File: src/include/uab_regs.svh
`ifndef UAB_REGS_SVH
`define UAB_REGS_SVH

// ============================================================
// register offsets
`define UAB_ADDR_CTRL       8'h00
`define UAB_ADDR_DIV_LOW    8'h01
`define UAB_ADDR_DIV_HIGH   8'h02
`define UAB_ADDR_RX_DATA    8'h03

// ============================================================
// control register fields
`define UAB_BIT_AB_EN       0
`define UAB_BIT_WAKE_EN     1
`define UAB_BIT_WIDE        2
`define UAB_BIT_HSPEED      3
`define UAB_BIT_AB_OVF      4
`define UAB_BIT_IDLE        5
`define UAB_BIT_INT         6

// ============================================================
// reset values
`define UAB_RST_DIV         8'h00
`define UAB_RST_DATA        8'h00

// ============================================================
// prescaler masks: base clock and autobaud clock per speed setting
`define UAB_BASE_MASK_SLOW  9'h03F
`define UAB_BASE_MASK_MID   9'h00F
`define UAB_BASE_MASK_FAST  9'h003
`define UAB_ABD_MASK_SLOW   9'h1FF
`define UAB_ABD_MASK_MID    9'h07F
`define UAB_ABD_MASK_FAST   9'h01F

// ============================================================
// timing counts
`define UAB_ABD_RISES       3'h5
`define UAB_DATA_BITS       4'h8

`endif

File: src/include/uab_pkg.sv
package uab_pkg;

    // ============================================================
    // autobaud sequence states
    typedef enum logic [2:0] {
        UAB_AB_OFF   = 3'b000,
        UAB_AB_BREAK = 3'b001,
        UAB_AB_START = 3'b010,
        UAB_AB_FIRST = 3'b011,
        UAB_AB_COUNT = 3'b100
    } uab_ab_state_t;

    // ============================================================
    // receiver states
    typedef enum logic [1:0] {
        UAB_RX_IDLE  = 2'b00,
        UAB_RX_START = 2'b01,
        UAB_RX_DATA  = 2'b10,
        UAB_RX_STOP  = 2'b11
    } uab_rx_state_t;

endpackage

File: src/logic/uab_autobaud_wake.sv
// Chosen here: the strobed register port and the register addresses.
`timescale 1ns/1ps
`include "uab_regs.svh"
// What this block does
// RQ1: autobaud enable starts calibration, receiver held idle
// RQ2: calibration times the 55h sync byte
// RQ3: counting begins at first rise after start
// RQ4: fifth rise: keep count, clear enable, interrupt
// RQ5: software reads data register; read clears flag
// RQ6: both divisor registers form one 16-bit counter
// RQ7: counter clocked at one eighth base clock
// RQ8: speed bits select base and autobaud clocks
// RQ9: counter starts at one; software subtracts one
// RQ10: software checks high byte zero for overflow
// RQ11: with wake enable, calibrate byte after break
// RQ12: counter overflow sets overflow flag and interrupt
// RQ13: counting continues; idle flag rises on fifth
// RQ14: read after overflow: fifth rise re-raises interrupt
// RQ15: early enable clear: later falls become starts
// RQ16: software clears overflow after idle seen
// RQ17: in sleep receiver clocks and generator stop
// RQ18: wake enable disables reception, watches line
// RQ19: line falling edge raises interrupt; read clears
// RQ20: wake interrupt raised in sleep and awake
// RQ21: wake enable clears itself on break end
// RQ22: non-zero character: first low is wake event
// RQ23: sender wake character all zeros, ten bits
// RQ24: software checks idle before setting wake enable
// RQ25: overflow flag held until software clears it

module uab_autobaud_wake
    import uab_pkg::*;
(
    input  wire logic       sys_clk_i,
    input  wire logic       resetn_i,
    input  wire logic [7:0] reg_addr_i,
    input  wire logic [7:0] reg_wdata_i,
    input  wire logic       reg_write_i,
    input  wire logic       reg_read_i,
    input  wire logic       sleep_i,
    input  wire logic       serial_rx_line_i,
    output logic      [7:0] reg_rdata_o,
    output logic            receive_int_flag_o,
    output logic            receiver_idle_flag_o
);

    // ============================================================
    // declarations
    logic            autobaud_enable;
    logic            wake_on_break_enable;
    logic            wide_divisor_select;
    logic            high_speed_select;
    logic            autobaud_overflow_flag;
    logic            receive_int_flag;
    logic            receiver_idle_flag;
    logic     [7:0]  baud_divisor_low;
    logic     [7:0]  baud_divisor_high;
    logic     [7:0]  receive_data_reg;
    logic     [7:0]  reg_rdata;
    logic            rx_prev;
    logic     [8:0]  presc;
    logic     [8:0]  base_mask;
    logic     [8:0]  abd_mask;
    logic            base_tick;
    logic            abd_tick;
    logic            rx_fall;
    logic            rx_rise;
    logic            wake_seen;
    uab_ab_state_t   ab_state;
    uab_ab_state_t   next_ab_state;
    logic     [2:0]  rise_cnt;
    logic            ab_done;
    logic            ab_counting;
    logic     [16:0] next_pair_sum;
    logic            ab_overflow;
    uab_rx_state_t   rx_state;
    logic     [15:0] bit_timer;
    logic     [15:0] bit_period;
    logic     [3:0]  bit_cnt;
    logic     [7:0]  shift_reg;
    logic            rx_enabled;
    logic            rx_byte_done;
    logic            wake_event;
    logic            wr_ctrl;
    logic            rd_data;

    // ============================================================
    // register bus decode
    assign wr_ctrl = reg_write_i && (reg_addr_i == `UAB_ADDR_CTRL);
    assign rd_data = reg_read_i && (reg_addr_i == `UAB_ADDR_RX_DATA);

    // ============================================================
    // line edge detection, runs in sleep too; every user except wake gates the edges with sleep_i
    assign rx_fall = rx_prev && !serial_rx_line_i;
    assign rx_rise = !rx_prev && serial_rx_line_i;

    always_ff @(posedge sys_clk_i) begin
        if (!resetn_i) begin
            rx_prev <= 1'b1;
        end else begin
            rx_prev <= serial_rx_line_i;
        end
    end

    // ============================================================
    // prescaler: base and autobaud rates from speed bits
    always_comb begin
        case ({wide_divisor_select, high_speed_select})
            2'b00: begin
                base_mask = `UAB_BASE_MASK_SLOW; // [RQ8]
                abd_mask  = `UAB_ABD_MASK_SLOW;
            end
            2'b11: begin
                base_mask = `UAB_BASE_MASK_FAST; // [RQ8]
                abd_mask  = `UAB_ABD_MASK_FAST;
            end
            default: begin
                base_mask = `UAB_BASE_MASK_MID;  // [RQ8]
                abd_mask  = `UAB_ABD_MASK_MID;
            end
        endcase
    end

    // abd mask is base mask widened by three bits: one eighth rate
    assign base_tick = ((presc & base_mask) == base_mask) && !sleep_i;
    assign abd_tick  = ((presc & abd_mask) == abd_mask) && !sleep_i;  // [RQ7]

    // generator stops in sleep
    always_ff @(posedge sys_clk_i) begin
        if (!resetn_i) begin
            presc <= 9'h000;
        end else if (!sleep_i) begin
            presc <= presc + 9'h001; // [RQ17]
        end
    end

    // ============================================================
    // autobaud sequence
    assign ab_counting   = (ab_state == UAB_AB_COUNT);
    assign next_pair_sum = {1'b0, baud_divisor_high, baud_divisor_low} + 17'h00001;
    assign ab_overflow   = ab_counting && abd_tick && next_pair_sum[16] && !ab_done;
    assign ab_done       = ab_counting && rx_rise && (rise_cnt == `UAB_ABD_RISES - 3'h1) && !sleep_i;

    always_comb begin
        next_ab_state = ab_state;
        case (ab_state)
            UAB_AB_OFF: begin
                if (autobaud_enable) begin
                    next_ab_state = wake_on_break_enable ? UAB_AB_BREAK : UAB_AB_START;
                end
            end
            UAB_AB_BREAK: begin
                if (!wake_on_break_enable) begin
                    next_ab_state = UAB_AB_START; // [RQ11]
                end
            end
            UAB_AB_START: begin
                if (rx_fall && !sleep_i) begin
                    next_ab_state = UAB_AB_FIRST;
                end
            end
            UAB_AB_FIRST: begin
                if (rx_rise && !sleep_i) begin
                    next_ab_state = UAB_AB_COUNT; // [RQ3]
                end
            end
            UAB_AB_COUNT: begin
                if (ab_done) begin
                    next_ab_state = UAB_AB_OFF; // [RQ4]
                end
            end
            default: begin
                next_ab_state = UAB_AB_OFF;
            end
        endcase
        if (!autobaud_enable) begin
            next_ab_state = UAB_AB_OFF; // [RQ15]
        end
    end

    always_ff @(posedge sys_clk_i) begin
        if (!resetn_i) begin
            ab_state <= UAB_AB_OFF;
        end else begin
            ab_state <= next_ab_state;
        end
    end

    // rising edges seen since counting started
    always_ff @(posedge sys_clk_i) begin
        if (!resetn_i) begin
            rise_cnt <= 3'h0;
        end else if (ab_state == UAB_AB_FIRST) begin
            rise_cnt <= 3'h1;
        end else if (ab_counting && rx_rise && !sleep_i) begin
            rise_cnt <= rise_cnt + 3'h1; // [RQ2]
        end
    end

    // ============================================================
    // divisor pair: software value or 16-bit calibration counter
    always_ff @(posedge sys_clk_i) begin
        if (!resetn_i) begin
            baud_divisor_low  <= `UAB_RST_DIV;
            baud_divisor_high <= `UAB_RST_DIV;
        end else if (ab_state == UAB_AB_FIRST && rx_rise && !sleep_i) begin
            baud_divisor_low  <= 8'h01; // [RQ9]
            baud_divisor_high <= 8'h00;
        end else if (ab_counting) begin
            if (abd_tick && !ab_done) begin
                baud_divisor_low  <= next_pair_sum[7:0];  // [RQ6]
                baud_divisor_high <= next_pair_sum[15:8]; // [RQ6]
            end
        end else if (reg_write_i && reg_addr_i == `UAB_ADDR_DIV_LOW) begin
            baud_divisor_low <= reg_wdata_i;
        end else if (reg_write_i && reg_addr_i == `UAB_ADDR_DIV_HIGH) begin
            baud_divisor_high <= reg_wdata_i;
        end
    end

    // ============================================================
    // control bits
    always_ff @(posedge sys_clk_i) begin
        if (!resetn_i) begin
            wide_divisor_select <= 1'b0;
            high_speed_select   <= 1'b0;
        end else if (wr_ctrl) begin
            wide_divisor_select <= reg_wdata_i[`UAB_BIT_WIDE];
            high_speed_select   <= reg_wdata_i[`UAB_BIT_HSPEED];
        end
    end

    // autobaud enable: software write wins over self clear
    always_ff @(posedge sys_clk_i) begin
        if (!resetn_i) begin
            autobaud_enable <= 1'b0;
        end else if (wr_ctrl) begin
            autobaud_enable <= reg_wdata_i[`UAB_BIT_AB_EN]; // [RQ1]
        end else if (ab_done) begin
            autobaud_enable <= 1'b0; // [RQ4]
        end
    end

    // overflow flag: set wins, cleared only by writing zero
    always_ff @(posedge sys_clk_i) begin
        if (!resetn_i) begin
            autobaud_overflow_flag <= 1'b0;
        end else if (ab_overflow) begin
            autobaud_overflow_flag <= 1'b1; // [RQ12]
        end else if (wr_ctrl && !reg_wdata_i[`UAB_BIT_AB_OVF]) begin
            autobaud_overflow_flag <= 1'b0; // [RQ25]
        end
    end

    // ============================================================
    // wake on break: watches line even in sleep
    assign wake_event = wake_on_break_enable && !wake_seen && rx_fall; // [RQ19] [RQ22]

    always_ff @(posedge sys_clk_i) begin
        if (!resetn_i) begin
            wake_on_break_enable <= 1'b0;
            wake_seen            <= 1'b0;
        end else if (wr_ctrl) begin
            wake_on_break_enable <= reg_wdata_i[`UAB_BIT_WAKE_EN];
            wake_seen            <= 1'b0;
        end else if (wake_on_break_enable && wake_seen && rx_rise) begin
            wake_on_break_enable <= 1'b0; // [RQ21]
            wake_seen            <= 1'b0;
        end else if (wake_event) begin
            wake_seen <= 1'b1;
        end
    end

    // ============================================================
    // minimal receiver, blocked by calibration, wake or sleep
    assign rx_enabled   = !autobaud_enable && !wake_on_break_enable && !sleep_i; // [RQ1] [RQ18] [RQ17]
    assign bit_period   = wide_divisor_select ? {baud_divisor_high, baud_divisor_low}
                                              : {8'h00, baud_divisor_low};
    assign rx_byte_done = (rx_state == UAB_RX_STOP) && base_tick && (bit_timer == bit_period);

    always_ff @(posedge sys_clk_i) begin
        if (!resetn_i) begin
            rx_state  <= UAB_RX_IDLE;
            bit_timer <= 16'h0000;
            bit_cnt   <= 4'h0;
            shift_reg <= 8'h00;
        end else if (!rx_enabled) begin
            rx_state  <= UAB_RX_IDLE;
            bit_timer <= 16'h0000;
        end else begin
            case (rx_state)
                UAB_RX_IDLE: begin
                    if (rx_fall) begin
                        rx_state  <= UAB_RX_START; // [RQ15]
                        bit_timer <= 16'h0000;
                    end
                end
                UAB_RX_START: begin
                    if (base_tick) begin
                        if (bit_timer == {1'b0, bit_period[15:1]}) begin
                            bit_timer <= 16'h0000;
                            bit_cnt   <= 4'h0;
                            rx_state  <= serial_rx_line_i ? UAB_RX_IDLE : UAB_RX_DATA;
                        end else begin
                            bit_timer <= bit_timer + 16'h0001;
                        end
                    end
                end
                UAB_RX_DATA: begin
                    if (base_tick) begin
                        if (bit_timer == bit_period) begin
                            bit_timer <= 16'h0000;
                            shift_reg <= {serial_rx_line_i, shift_reg[7:1]};
                            bit_cnt   <= bit_cnt + 4'h1;
                            if (bit_cnt == `UAB_DATA_BITS - 4'h1) begin
                                rx_state <= UAB_RX_STOP;
                            end
                        end else begin
                            bit_timer <= bit_timer + 16'h0001;
                        end
                    end
                end
                UAB_RX_STOP: begin
                    if (base_tick) begin
                        if (bit_timer == bit_period) begin
                            bit_timer <= 16'h0000;
                            rx_state  <= UAB_RX_IDLE;
                        end else begin
                            bit_timer <= bit_timer + 16'h0001;
                        end
                    end
                end
                default: begin
                    rx_state <= UAB_RX_IDLE;
                end
            endcase
        end
    end

    // received byte lands in the data register
    always_ff @(posedge sys_clk_i) begin
        if (!resetn_i) begin
            receive_data_reg <= `UAB_RST_DATA;
        end else if (rx_byte_done) begin
            receive_data_reg <= shift_reg;
        end
    end

    // ============================================================
    // receive interrupt flag: any set wins over the read clear
    always_ff @(posedge sys_clk_i) begin
        if (!resetn_i) begin
            receive_int_flag <= 1'b0;
        end else if (ab_done || ab_overflow || wake_event || rx_byte_done) begin
            receive_int_flag <= 1'b1; // [RQ4] [RQ12] [RQ14] [RQ19] [RQ20]
        end else if (rd_data) begin
            receive_int_flag <= 1'b0; // [RQ5]
        end
    end

    // idle flag low while calibration counts or a byte is in flight
    always_ff @(posedge sys_clk_i) begin
        if (!resetn_i) begin
            receiver_idle_flag <= 1'b1;
        end else begin
            receiver_idle_flag <= (ab_done || !ab_counting) && (rx_state == UAB_RX_IDLE); // [RQ13]
        end
    end

    // ============================================================
    // read data, one cycle after the strobe
    always_ff @(posedge sys_clk_i) begin
        if (!resetn_i) begin
            reg_rdata <= 8'h00;
        end else if (reg_read_i) begin
            case (reg_addr_i)
                `UAB_ADDR_CTRL: begin
                    reg_rdata <= {1'b0, receive_int_flag, receiver_idle_flag,
                                  autobaud_overflow_flag, high_speed_select,
                                  wide_divisor_select, wake_on_break_enable, autobaud_enable};
                end
                `UAB_ADDR_DIV_LOW: begin
                    reg_rdata <= baud_divisor_low;
                end
                `UAB_ADDR_DIV_HIGH: begin
                    reg_rdata <= baud_divisor_high;
                end
                `UAB_ADDR_RX_DATA: begin
                    reg_rdata <= receive_data_reg;
                end
                default: begin
                    reg_rdata <= 8'h00;
                end
            endcase
        end else begin
            reg_rdata <= 8'h00;
        end
    end

    // ============================================================
    // outputs
    assign reg_rdata_o          = reg_rdata;
    assign receive_int_flag_o   = receive_int_flag;
    assign receiver_idle_flag_o = receiver_idle_flag;

endmodule // uab_autobaud_wake

File: config.mk
export PLATFORM = sky130hd
export DESIGN_NAME = uab_autobaud_wake
export DESIGN_NICKNAME = d
export VERILOG_FILES = /design/src/include/uab_pkg.sv /design/src/logic/uab_autobaud_wake.sv
export VERILOG_INCLUDE_DIRS = /design/src /design/src/include
export SDC_FILE = /design/constraint.sdc
export NUM_CORES = 1
export LEC_CHECK = 0
export BUFFER_PORTS_ARGS = -buffer_cell sky130_fd_sc_hd__buf_2
export CAP_MARGIN = 20
export CORE_AREA = 2 2 70 122
export CTS_CLUSTER_SIZE = 12
export DETAILED_ROUTE_END_ITERATION = 12
export DIE_AREA = 0 0 72 124
export PLACE_DENSITY = 0.91
export SYNTH_ARGS = -nofsm -noshare
export SYNTH_HDL_FRONTEND = slang
export SYNTH_SLANG_ARGS = --single-unit
File: constraint.sdc
create_clock -name sys_clk_i -period 6.2 [get_ports sys_clk_i]
set_input_delay 0.62 -clock sys_clk_i [delete_from_list [all_inputs] [get_ports sys_clk_i]]
set_output_delay 0.62 -clock sys_clk_i [all_outputs]
set_load 0.01 [all_outputs]
* Yosys cells after proc, flatten, opt, wreduce, memory -nomap -nowiden
Cells that the tools add are included.
Cells by class: $add $sub $neg 5, equality and inequality tests 33, muxes and demuxes 49, bitwise gates (word level) 3, reduce and logical (&&, ||, !) cells 71
Operator list (number):
- two-way mux 16 bit | 6
- two-way mux 8 bit | 7
- one-hot mux 16 bit (3 select lines) | 1
- one-hot mux 8 bit (4 select lines) | 1
- logical AND 1 bit | 30
- inequality test 2 bit, second input constant | 12
- two-way mux 2 bit | 10
- AND 9 bit | 2
- equality test 9 bit | 2
- one-hot mux 9 bit (2 select lines) | 1
- adder 16 x 1 -> 17 bit, second input constant | 1
- adder 16 x 1 -> 16 bit, second input constant | 1
- equality test 16 x 15 -> 1 bit | 1
- equality test 16 bit | 1
- equality test 8 x 2 -> 1 bit, second input constant | 2
- two-way mux 4 bit | 4
- nonzero test 2 bit | 8
- one-hot mux 3 bit (5 select lines) | 1
- two-way mux 3 bit | 4
- one-hot mux 6 bit (2 select lines) | 1
- two-way mux 1 bit | 11
- AND reduction 2 bit | 5
- adder 9 x 1 -> 9 bit, second input constant | 1
- zero test 1 bit | 9
- 25 further kinds | 39
Storage, ports and cells: bits in registers 86, input bits 22, output and inout port bits 10

* Depth between registers and ports, before layout
Gate-level depths: netlist of the first run.
word-level depth 12, mapped depth 10

* Worst setup path after synthesis of the first run
No wires, ideal clock.
path type in2reg, from in reg_addr_i[7], to reg baud_divisor_low[7], setup time 0.100 ns, arrival time 2.514 ns, required time 6.100 ns, path slack 3.587 ns, cell stages on the path 7, path buffers 1, cell sequence or4_4 -> or4b_4 -> nor4b_4 -> or2_1 -> buf_6 -> nor2_2 -> a2111oi_4
On the way: cells in the longest elaborated chain, start to end 4
Ends and longest elaborated chain:
- start, declared | RTL line uab_autobaud_wake.sv:36 | input wire logic [7:0] reg_addr_i,
- equality test 8 x 1 -> 1 bit
- logical AND 1 bit (no line)
- nonzero test 2 bit (no line)
- AND reduction 2 bit (no line)
- end signal, assigned | RTL line uab_autobaud_wake.sv:204 | baud_divisor_low <= `UAB_RST_DIV;
- end signal, assigned | RTL line uab_autobaud_wake.sv:211 | baud_divisor_low <= next_pair_sum[7:0];
- end signal, assigned | RTL line uab_autobaud_wake.sv:215 | baud_divisor_low <= reg_wdata_i;
- end, declared | RTL line uab_autobaud_wake.sv:56 | logic [7:0] baud_divisor_low;
Every way passes these cells. A chain may end at the register's enable or synchronous reset.

* Worst setup path after layout of the first run
from reg wide_divisor_select, to reg bit_timer[7]
On the way: cells in the longest elaborated chain, start to end 7
Ends and longest elaborated chain:
- start, declared | RTL line uab_autobaud_wake.sv:51 | logic wide_divisor_select;
- start signal, assigned | RTL line uab_autobaud_wake.sv:228 | wide_divisor_select <= reg_wdata_i[`UAB_BIT_WIDE];
- equality test 2 bit / zero test 2 bit (equally long branches) | RTL line uab_autobaud_wake.sv:108 | case ({wide_divisor_select, high_speed_select})
- one-hot mux 6 bit (2 select lines) | RTL line uab_autobaud_wake.sv:108
- AND 9 bit | RTL line uab_autobaud_wake.sv:125 | assign base_tick = ((presc & base_mask) == base_mask) && !sleep_i;
- equality test 9 bit | RTL line uab_autobaud_wake.sv:125
- logical AND 1 bit | RTL line uab_autobaud_wake.sv:125
- inequality test 2 x 1 -> 1 bit (no line) / inequality test 2 bit (equally long branches)
- AND reduction 3 bit (no line)
- end signal, assigned | RTL line uab_autobaud_wake.sv:305 | bit_timer <= bit_timer + 16'h0001;
- end signal, assigned | RTL line uab_autobaud_wake.sv:319 | bit_timer <= bit_timer + 16'h0001;
- end signal, assigned | RTL line uab_autobaud_wake.sv:329 | bit_timer <= bit_timer + 16'h0001;
- end, declared | RTL line uab_autobaud_wake.sv:77 | logic [15:0] bit_timer;
Parallel ways exist; a longest one is shown, timed or not. The select of a mux whose other input is x is not followed.

==> impl_results.md, run 1 <==
- Worst path arrival time: 3.20 ns
- CP Class: register to register
- Worst Reg-to-Reg Cells: 5
- Hold WS: 0.471 ns
- EDFF count, synth: 0
- Ys Warns: 0
- Pins Over Slew Limit: 0
- Clk_lat worst skew: 0.35 ns
- CTS root buf: clkbuf_16
- CP max stage cell: dfxtp_1
- Post-synth top area share: 34.3%
- Delay-heaviest family, CP: compound AO/OA/AOI/OAI gates
- Reg2reg end: bit_timer[7]
- Post-synthesis mux area share: 7.56%
- Initial Util: 63.4%
- Mapped Cells: 600
- # resized after CTS: 0
- Seq pwr share: 49.0%
- Largest net degree at the start of global routing: 61
- Worst-Margin Slew: 1.04 ns
- Placer congestion estimate: 0.936
- Post-Syn Area: 5010 µm²
- Longest Clk Path Bufs: 2
- Number of max-cap violations: 0
- Static Leak: 1.83 nW
- Design area: 5380 µm²
- Placed cell areas: 5090 µm²
- H-tree depth: 3
- XOR/XNOR Fraction of Synth Area: 7.51%
- Via count: 4514
- Initial antenna violation count: 0
- Post-Synth Adder-Cell Area: 1.50%
- Fraction of layout cells with a size suffix above 1: 11.8%
- Setup repair bufs after CTS: 0
- Wirelength, routed: 12900 µm
- CP max stage delay: 0.86 ns
- Setup TNS: 0 ns
- Clk sinks: 86
- Drt drc: 0
- Mean Syn Cell Area: 8.35 µm²
- Final Hold Violating Endpoints: 0
- Top post-synthesis cells by count: 86 x dfxtp_1, 71 x nand2_1, 37 x nor2_1
- Power Dens Cells: 212 nW/µm²
- Worst Setup End Kind: register
- Clock share of power: 46.8%
- Peak VDD IR: 0.000187 V
- Hold Path Class: register to register
- CP Data Required Time: 6.39 ns
- GR Overflow Total: 0
- Run status: complete, no violations
- I/O Buffers: 31
- CP startpoint: wide_divisor_select
- Fin crit share: 48.5%
- Most frequent cell after synthesis: dfxtp_1
- Vias in the first global route: 4200
- Flops & latches, synth: 86
- Power share of the combinational group: 4.2%
- Wire per inst: 18.7 µm
- Critical path cell sequence: o2111ai_1, a311oi_1, nand4_1, o2111ai_1, nor2_1
- Cell repeated most along the worst path: o2111ai_1
- WP buf/inv: 0
- N_diodes: 0
- Hold path startpoint: shift_reg[0]
- Synth Flop Type: dfxtp_1
- Crit Path Max Fanout: 26
- Pre-antenna DRT Iters: 6
- Reg2Reg Launch Point: wide_divisor_select
- Async SR Flop Fraction: 0%
- Register area: 1720 µm²
- CTS tree: yes
- Antenna Nets Post-Route: 0
- Die H: 124 µm
- Total Routing Usage GR: 29.3%
- Max frequency: 333 MHz
- Util after Layout: 68.0%
- Final setup fails: 0
- Register with the most flip-flops: bit_timer
- Inserted Clock Buffers: 9
- Hold Path Depth: 2
- Crit path launch type: register
- Row count: 43
- Count of different cell masters after synthesis: 69
- Net Sw Frac: 21.7%
- Mapped Nets: 628
- Largest regs: bit_timer (16), presc (9)
- Max reg flops: 16
- Multi-input logic area: 3050 µm²
- Area leader, netlist: dfxtp_1
- Vias per inst: 6.54
- Relative slew slack: 30.5%
- WP depth: 5
- Main combinational cell family by area after synthesis: simple AND/OR/NAND/NOR gates
- First-pass GRT wire length: 20100 µm
- Layout Area Growth over Synthesis: 7.29%
- CTS Hold Bufs: 0
- FF-to-FF setup slack: 3.19 ns
- Die Width: 72 µm
- IO Pins: 32
- Drt initial violations: 496
- Fillers: 612
- Post-synthesis simple-gate area fraction: 28.8%
- Unrepaired setup endpoints after global routing: false
- Total Die Area: 8930 µm²
- Compound-Gate Fraction of Synth Area: 15.4%
- Reg clk slew, reported paths: 0.06 ns
- Detailed-placement wirelength estimate: 9150 µm
- Final Critical Period: 3.01 ns
- Post-synthesis sequential area ratio: 34.3%
- Hold Path Sink: receive_data_reg[0]
- Core area: 7910 µm²
- Internal: 0.000894 W
- Synth area leaders: dfxtp_1 34%, nand2_1 5.3%, xnor2_1 5.2%
- Nets: 624
- Switch Pwr: 0.000248 W
- Final setup skew: 0.00523 ns
## how the worst max path moves through the flow
stage                                     end  slack (ns)
after floorplan           baud_divisor_low[7]        3.59
after detailed placement  baud_divisor_low[5]        3.20
final                            bit_timer[7]        3.19
after global placement    baud_divisor_low[5]        3.34
after CTS                        bit_timer[7]        3.24
after global routing             shift_reg[0]        2.95
## tightest hold or removal path: cells and delay by family, from the launching register on
| family | cells | cell delay [ns] |
|---|---|---|
| simple gates | 1 | 0.06 |
| mux | 1 | 0.06 |
| flops | 1 | 0.31 |
## power groups by stage
stage          registers [W]  logic [W]  clock network (W)
5_1_grt             0.000559  0.0000525           0.000563
3_5_place_dp        0.000571  0.0000475                  0
3_3_place_gp        0.000571  0.0000463                  0
2_1_floorplan       0.000569  0.0000327                  0
4_1_cts             0.000559  0.0000478           0.000539
6_report            0.000559  0.0000482           0.000534
## per-layer routing
| metal | share of wire [%] | up-vias | track usage [%] | wire length (µm) |
|---|---|---|---|---|
| li1 | - | 2149 | - | - |
| met1 | 38 | 2140 | 30.9 | 4850 |
| met2 | 52 | 177 | 51.8 | 6660 |
| met3 | 5.3 | 48 | 6.72 | 683 |
| met4 | 5.5 | 0 | 18.0 | 713 |
| met5 | 0 | - | 0 | 0 |
## cell families (layout without fill, tap and decap cells)
logic type,after synthesis,after routing
adders and majority gates,6,6
AOI/OAI and AO/OA,114,114
and+or+nand+nor,265,265
xor gates and xnor gates,43,43
muxes,29,29
DFF,86,86
buffers and inverters,57,57
## through the flow
| stage | worst slack [ns] | power (W) | cells |
|---|---|---|---|
| global route | 2.95 | 0.00117 | 690 |
| CTS | 3.24 | 0.00115 | 690 |
| floorplan | 3.59 | 0.000602 | 600 |
| detailed placement | 3.20 | 0.000619 | 675 |
| global placement | 3.34 | 0.000617 | 675 |
| finish | 3.19 | 0.00114 | 690 |
## layout by cell type, fill, tap and decap left out, types with 4 or more instances in the layout
cell type,n
o21ai_0,29
o2111ai_1,4
mux2i_1,21
clkbuf_16,9
and3_1,11
or3_1,6
nor4bb_1,4
xnor2_1,30
nor2_1,37
nor4_1,4
a21boi_0,4
nand2b_1,6
dfxtp_1,86
nand3_1,21
nor3_1,16
and2_1,15
nor2b_1,22
a21oi_1,27
nand4b_1,6
o22ai_1,5
mux4_2,7
a211oi_1,5
inv_1,9
nand4_1,18
ha_1,6
nand2_1,71
buf_2,31
xor2_1,13
o21a_1,4
nand3b_1,6
## cell type report
class | instances | area share, %
Clock buffer | 11 | 4.51
Sequential cell | 86 | 32.0
Tap cell | 90 | 2.09
Inverter | 9 | 0.628
Multi-Input combinational cell | 457 | 56.7
Clock inverter | 4 | 0.884
Timing Repair Buffer | 33 | 3.16
Power figures use the tool's default switching activity.
==> inputs of run 2 (changes only) <==
--- a/config.mk
+++ b/config.mk
@@ -8,11 +8,11 @@
 export LEC_CHECK = 0
 export BUFFER_PORTS_ARGS = -buffer_cell sky130_fd_sc_hd__buf_2
 export CAP_MARGIN = 20
-export CORE_AREA = 2 2 70 122
+export CORE_AREA = 2 2 76 132
 export CTS_CLUSTER_SIZE = 12
 export DETAILED_ROUTE_END_ITERATION = 12
-export DIE_AREA = 0 0 72 124
-export PLACE_DENSITY = 0.91
+export DIE_AREA = 0 0 78 134
+export PLACE_DENSITY = 0.83
 export SYNTH_ARGS = -nofsm -noshare
 export SYNTH_HDL_FRONTEND = slang
 export SYNTH_SLANG_ARGS = --single-unit
==> constraint.sdc (replaced) <==
create_clock -name sys_clk_i -period 2.7 [get_ports sys_clk_i]
set_input_delay 0.27 -clock sys_clk_i [delete_from_list [all_inputs] [get_ports sys_clk_i]]
set_output_delay 0.27 -clock sys_clk_i [all_outputs]
set_load 0.01 [all_outputs]
==> impl_results.md, run 2 (synthesis gave the netlist of run 1 again) <==
- Run status: complete, no violations
- IO Pins: 32 (unchanged)
- Place WS: 0.175 ns (-3.03 ns)
- Max frequency: 395 MHz (+19%)
- CTS tree: yes
- Power share of the combinational group: 4.5% (+0.3 points)
- Wire per inst: 18.4 µm (-1.8%)
- Worst path arrival time: 2.74 ns (-0.46 ns)
- Drt initial violations: 327 (-34%)
- Seq pwr share: 49.0% (about the same)
- Drt drc: 0 (unchanged)
- Row count: 47 (+9.3%)
- N_diodes: 0 (unchanged)
- Net Sw Frac: 23.4% (+1.7 points)
- Placer congestion estimate: 0.985 (+5.2%)
- Fraction of layout cells with a size suffix above 1: 15.5% (+3.7 points)
- Initial Util: 53.3% (-10 points)
- Final setup fails: 0 (unchanged)
- Final Critical Period: 2.53 ns (-0.477 ns)
- Largest net degree at the start of global routing: 26 (-57%)
- Reg2Reg Launch Point: wide_divisor_select
- Number of max-cap violations: 0 (unchanged)
- Most frequent cells in the layout: 86 x dfxtp_1, 71 x nand2_1, 37 x nor2_1, 31 x buf_2, 30 x xnor2_1
- H-tree depth: 3 (unchanged)
- Clk sinks: 86 (unchanged)
- Layout Area Growth over Synthesis: 12.2%
- Pre-antenna DRT Iters: 6 (unchanged)
- Relative slew slack: 50.4% (+20 points)
- Final setup skew: 0.00716 ns (+0.00193 ns)
- Peak VDD IR: 0.000331 V (+77%)
- I/O Buffers: 31 (unchanged)
- Vias per inst: 6.30 (-3.7%)
- Hold Path Sink: wake_on_break_enable
- Register with the most flip-flops: bit_timer
- Vias in the first global route: 4598 (+9.5%)
- Commonest non-fill, non-tap cell in the layout: dfxtp_1
- Critical path cell sequence: buf_4, nor4bb_1, a2bb2oi_1, a32oi_1, nand2_1, o41ai_4, o221ai_1
- Inserted Clock Buffers: 9 (unchanged)
- Wirelength, routed: 13700 µm (+6.3%)
- Longest Clk Path Bufs: 2 (unchanged)
- Max reg flops: 16 (unchanged)
- WP buf/inv: 1 (+1)
- Hold path startpoint: reg_wdata_i[1]
- Clk_lat worst skew: 0.34 ns (about the same)
- Die Width: 78 µm (+8.3%)
- Static Leak: 1.98 nW (+8.3%)
- Total Die Area: 10500 µm² (+17%)
- CP max stage delay: 0.56 ns (-0.30 ns)
- Unrepaired setup endpoints after global routing: false
- Clock share of power: 46.5% (-0.3 points)
- Setup repair bufs after CTS: 0 (unchanged)
- Fin crit share: 93.7% (+45 points)
- First-pass GRT wire length: 22000 µm (+9.1%)
- Total Routing Usage GR: 26.4% (-2.9 points)
- Worst setup margin: 0.171 ns (-3.02 ns)
- Reg clk slew, reported paths: 0.06 ns (about the same)
- Worst Setup End Kind: register
- Hold Path Depth: 3 (+1)
- Hold Path Class: input pin to register
- Internal: 0.00200 W (+120%)
- Final Hold Violating Endpoints: 0 (unchanged)
- Fillers: 799 (+31%)
- Pins Over Slew Limit: 0 (unchanged)
- Worst Reg-to-Reg Cells: 7 (+2)
- Crit Path Max Fanout: 15 (-42%)
- Hold WS: 0.202 ns (-0.269 ns)
- GR Overflow Total: 0 (unchanged)
- CP max stage cell: dfxtp_1
- CTS Hold Bufs: 0 (unchanged)
- Die H: 134 µm (+8.1%)
- Antenna Nets Post-Route: 0 (unchanged)
- Worst-Margin Slew: 0.735 ns (-0.305 ns)
- CP Data Required Time: 2.91 ns (-3.48 ns)
- Crit path launch type: register
- CTS root buf: clkbuf_16
- Nets: 648 (+3.8%)
- Largest regs: bit_timer (16), presc (9)
- Delay-heaviest family, CP: compound AO/OA/AOI/OAI gates
- FF-to-FF setup slack: 0.17 ns (-3.02 ns)
- WP depth: 7 (+2)
- CP Class: register to register
- Util after Layout: 59.8% (-8.2 points)
- Initial antenna violation count: 0 (unchanged)
- # resized after CTS: 0 (unchanged)
- Core area: 9410 µm² (+19%)
- Setup TNS: 0 ns (unchanged)
- Power Dens Cells: 465 nW/µm² (+120%)
- Switch Pwr: 0.000614 W (+150%)
- Detailed-placement wirelength estimate: 10100 µm (+10%)
- Via count: 4707 (+4.3%)
- Reg2reg end: bit_cnt[3]
## run 2: routing by layer
metal | vias up | routed length, µm | track usage, %
li1 | 2187 | - | -
met1 | 2186 | 4870 | 28.1
met2 | 252 | 7060 | 46.5
met3 | 82 | 894 | 4.31
met4 | 0 | 904 | 18.5
met5 | - | 0 | 0
## run 2: worst register-to-register path, cell delays in order, from the launching register on
cell,delay (ns)
dfxtp_1,0.56
buf_4,0.27
nor4bb_1,0.31
a2bb2oi_1,0.10
a32oi_1,0.28
nand2_1,0.22
o41ai_4,0.47
o221ai_1,0.19
## run 2: how the worst max path moves through the flow
stage / endpoint / slack, ns / from
after floorplan: baud_divisor_low[7] / 0.44 / reg_addr_i[7]
after global placement: bit_cnt[3] / 0.25 / wide_divisor_select
after detailed placement: bit_cnt[3] / 0.17 / wide_divisor_select
after CTS: bit_cnt[3] / 0.18 / wide_divisor_select
after global routing: bit_cnt[3] / 0.02 / wide_divisor_select
final: bit_cnt[3] / 0.17 / wide_divisor_select
## run 2: cell type report
type	count	area, µm²	share of cell area (%)
Clock buffer	11	253	4.49
Clock inverter	5	41.3	0.734
Inverter	9	33.8	0.601
Multi-Input combinational cell	457	3060	54.4
Sequential cell	86	1720	30.6
Tap cell	122	153	2.71
Timing Repair Buffer	57	363	6.45
## run 2: through the flow
| stage | power [W] | std cells | area (µm²) |
|---|---|---|---|
| after global routing | 0.00268 | 747 | 5630 |
| after CTS | 0.00262 | 747 | 5610 |
| final | 0.00262 | 747 | 5630 |
| after floorplan | 0.00138 | 600 | 5010 |
| after detailed placement | 0.00143 | 731 | 5320 |
| after global placement | 0.00142 | 731 | 5320 |
## run 2: power by group through the flow
stage	clock [W]	sequential [W]	combinational, W
5_1_grt	0.00127	0.00128	0.000127
3_5_place_dp	0	0.00131	0.000115
6_report	0.00122	0.00128	0.000117
4_1_cts	0.00122	0.00128	0.000116
3_3_place_gp	0	0.00131	0.000112
2_1_floorplan	0	0.00131	0.0000752
==> inputs of run 3 (changes only) <==
--- a/config.mk
+++ b/config.mk
@@ -8,11 +8,11 @@
 export LEC_CHECK = 0
 export BUFFER_PORTS_ARGS = -buffer_cell sky130_fd_sc_hd__buf_2
 export CAP_MARGIN = 20
-export CORE_AREA = 2 2 76 132
+export CORE_AREA = 2 2 70 122
 export CTS_CLUSTER_SIZE = 12
 export DETAILED_ROUTE_END_ITERATION = 12
-export DIE_AREA = 0 0 78 134
-export PLACE_DENSITY = 0.83
+export DIE_AREA = 0 0 72 124
+export PLACE_DENSITY = 0.91
 export SYNTH_ARGS = -nofsm -noshare
 export SYNTH_HDL_FRONTEND = slang
 export SYNTH_SLANG_ARGS = --single-unit
==> constraint.sdc (replaced) <==
create_clock -name sys_clk_i -period 3.2 [get_ports sys_clk_i]
set_input_delay 0.32 -clock sys_clk_i [delete_from_list [all_inputs] [get_ports sys_clk_i]]
set_output_delay 0.32 -clock sys_clk_i [all_outputs]
set_load 0.01 [all_outputs]
==> impl_results.md, run 3 (synthesis gave the netlist of run 1 again) <==
- First-pass GRT wire length: 21200 µm (-3.6%)
- Drt initial violations: 553 (+69%)
- CP Class: register to register
- H-tree depth: 3 (unchanged)
- Worst path arrival time: 3.01 ns (+0.27 ns)
- Top Metal Used: met4
- Overall power: 0.00231 W (-12%)
- Clk_lat worst skew: 0.35 ns (about the same)
- Row count: 43 (-8.5%)
- Max frequency: 360 MHz (-9.0%)
- Worst-Margin Slew: 0.893 ns (+0.158 ns)
- Drt drc: 0 (unchanged)
- Wirelength, routed: 13400 µm (-2.3%)
- Die H: 124 µm (-7.5%)
- Static Leak: 1.87 nW (-5.4%)
- Crit Path Max Fanout: 26 (+11)
- Placed instance count: 682 (-6.7%)
- Reg clk slew, reported paths: 0.06 ns (about the same)
- Place WS: 0.342 ns (+0.168 ns)
- Wire per inst: 19.2 µm (+4.6%)
- Power Dens Cells: 422 nW/µm² (-9.3%)
- IO Pins: 32 (unchanged)
- Initial Util: 63.4% (+10 points)
- Worst Setup End Kind: register
- Layout Cells excl Fill: 698 (-6.6%)
- Unrepaired setup endpoints after global routing: false
- Die Width: 72 µm (-7.7%)
- Clk sinks: 86 (unchanged)
- Setup repair bufs after CTS: 0 (unchanged)
- Setup TNS: 0 ns (unchanged)
- Longest Clk Path Bufs: 2 (unchanged)
- Vias per inst: 6.67 (+5.9%)
- Run status: complete, no violations
- Fraction of layout cells with a size suffix above 1: 12.8% (-2.7 points)
- I/O Buffers: 31 (unchanged)
- CTS Hold Bufs: 0 (unchanged)
- Largest regs: bit_timer (16), presc (9)
- Placer congestion estimate: 1.01 (+3.0%)
- Hold Path Class: input pin to register
- Commonest non-fill, non-tap cell in the layout: dfxtp_1
- CTS root buf: clkbuf_16
- Total Die Area: 8930 µm² (-15%)
- Vias in the first global route: 4387 (-4.6%)
- Worst setup margin: 0.422 ns (+0.251 ns)
- Most frequent cells in the layout: 86 x dfxtp_1, 71 x nand2_1, 37 x nor2_1, 31 x buf_2, 30 x xnor2_1
- Nets: 631 (-2.6%)
- Initial antenna violation count: 0 (unchanged)
- Crit path launch type: register
- Fin crit share: 86.8% (-6.9 points)
- Core area: 7910 µm² (-16%)
- Final setup skew: 0.00640 ns (-0.000766 ns)
- Layout Area Growth over Synthesis: 9.01%
- WL met3: 887 µm (-0.78%)
- Met1 WL: 4880 µm (+0.21%)
- Final Hold Violating Endpoints: 0 (unchanged)
- Seq pwr share: 47.0% (-2.0 points)
- Max reg flops: 16 (unchanged)
- Largest net degree at the start of global routing: 27 (+3.8%)
- Total Routing Usage GR: 30.9% (+4.5 points)
- Inserted Clock Buffers: 9 (unchanged)
- Relative slew slack: 40.4% (-10 points)
- Met2 WL: 6850 µm (-2.9%)
- Clock share of power: 48.8% (+2.3 points)
- Antenna Nets Post-Route: 0 (unchanged)
- Via count: 4657 (-1.1%)
- Pins Over Slew Limit: 0 (unchanged)
- Final setup fails: 0 (unchanged)
- # resized after CTS: 0 (unchanged)
- CP Data Required Time: 3.43 ns (+0.52 ns)
- Number of max-cap violations: 0 (unchanged)
- Internal: 0.00182 W (-9.2%)
- Peak VDD IR: 0.000319 V (-3.8%)
- Register with the most flip-flops: bit_timer
- Detailed-placement wirelength estimate: 9480 µm (-6.2%)
- Hold WS: 0.257 ns (+0.0547 ns)
- GR Overflow Total: 0 (unchanged)
- N_diodes: 0 (unchanged)
- Net Sw Frac: 21.0% (-2.4 points)
- CTS tree: yes
- Switch Pwr: 0.000485 W (-21%)
- Final Critical Period: 2.78 ns (+0.249 ns)
- Power share of the combinational group: 4.3% (-0.2 points)
- Pre-antenna DRT Iters: 5 (-1)
-- run 3: cell types whose count changed in the layout (fill, tap and decap cells not counted) --
cell / previous run / this run
buf_12: 1 / 0
buf_4: 25 / 9
bufinv_16: 0 / 2
clkbuf_1: 0 / 3
clkbuf_8: 2 / 1
clkinv_4: 1 / 0
clkinvlp_4: 2 / 1
inv_6: 2 / 0
o2111ai_1: 4 / 3
o2111ai_2: 0 / 1
o41ai_2: 0 / 1
o41ai_4: 1 / 0
-- run 3: power groups by stage --
stage	combinational, W	clock, W	sequential, W
after floorplan	0.0000634	0	0.00110
after global placement	0.0000929	0	0.00111
after detailed placement	0.0000951	0	0.00111
after CTS	0.0000962	0.00113	0.00108
after global routing	0.000106	0.00118	0.00108
final	0.0000981	0.00112	0.00108
-- run 3: path summary, 6_finish.rpt --
kind / slack [ns] / start / cells after the start / endpoint
max reg2reg: 0.42 / wide_divisor_select / 7 / shift_reg[0]
min: 0.26 / reg_wdata_i[1] / 3 / wake_on_break_enable
min reg2reg: 0.46 / receive_data_reg[3] / 2 / receive_data_reg[3]
max: 0.42 / wide_divisor_select / 7 / shift_reg[0]
-- run 3: worst max-delay path: stages, from the launching register on --
cell	delay [ns]
dfxtp_1	0.90
a22oi_1	0.29
nor3_1	0.24
buf_4	0.17
and3_1	0.19
and4_1	0.54
mux2i_1	0.26
nor2b_1	0.06
-- run 3: routing by layer --
metal / GRT usage (%) / up-vias
met5: 0 / -
met4: 20.4 / 0
met3: 7.28 / 68
met2: 52.8 / 247
met1: 33.5 / 2192
li1: - / 2150
-- run 3: final cells by class --
class / instances / area (µm²)
clock buffer: 13 / 250
timing repair buffer: 40 / 223
fill: 603 / 2440
tap: 90 / 113
inverter: 9 / 33.8
clock inverter: 3 / 67.6
sequential: 86 / 1720
multi-input combinational: 457 / 3060
-- run 3: metrics by stage --
| step | cell area (µm²) | util (%) |
|---|---|---|
| floorplan | 5010 | - |
| global placement | 5140 | 65.0 |
| detailed placement | 5140 | 65.0 |
| CTS | 5460 | 69.0 |
| global route | 5460 | 69.1 |
| finish | 5460 | 69.1 |
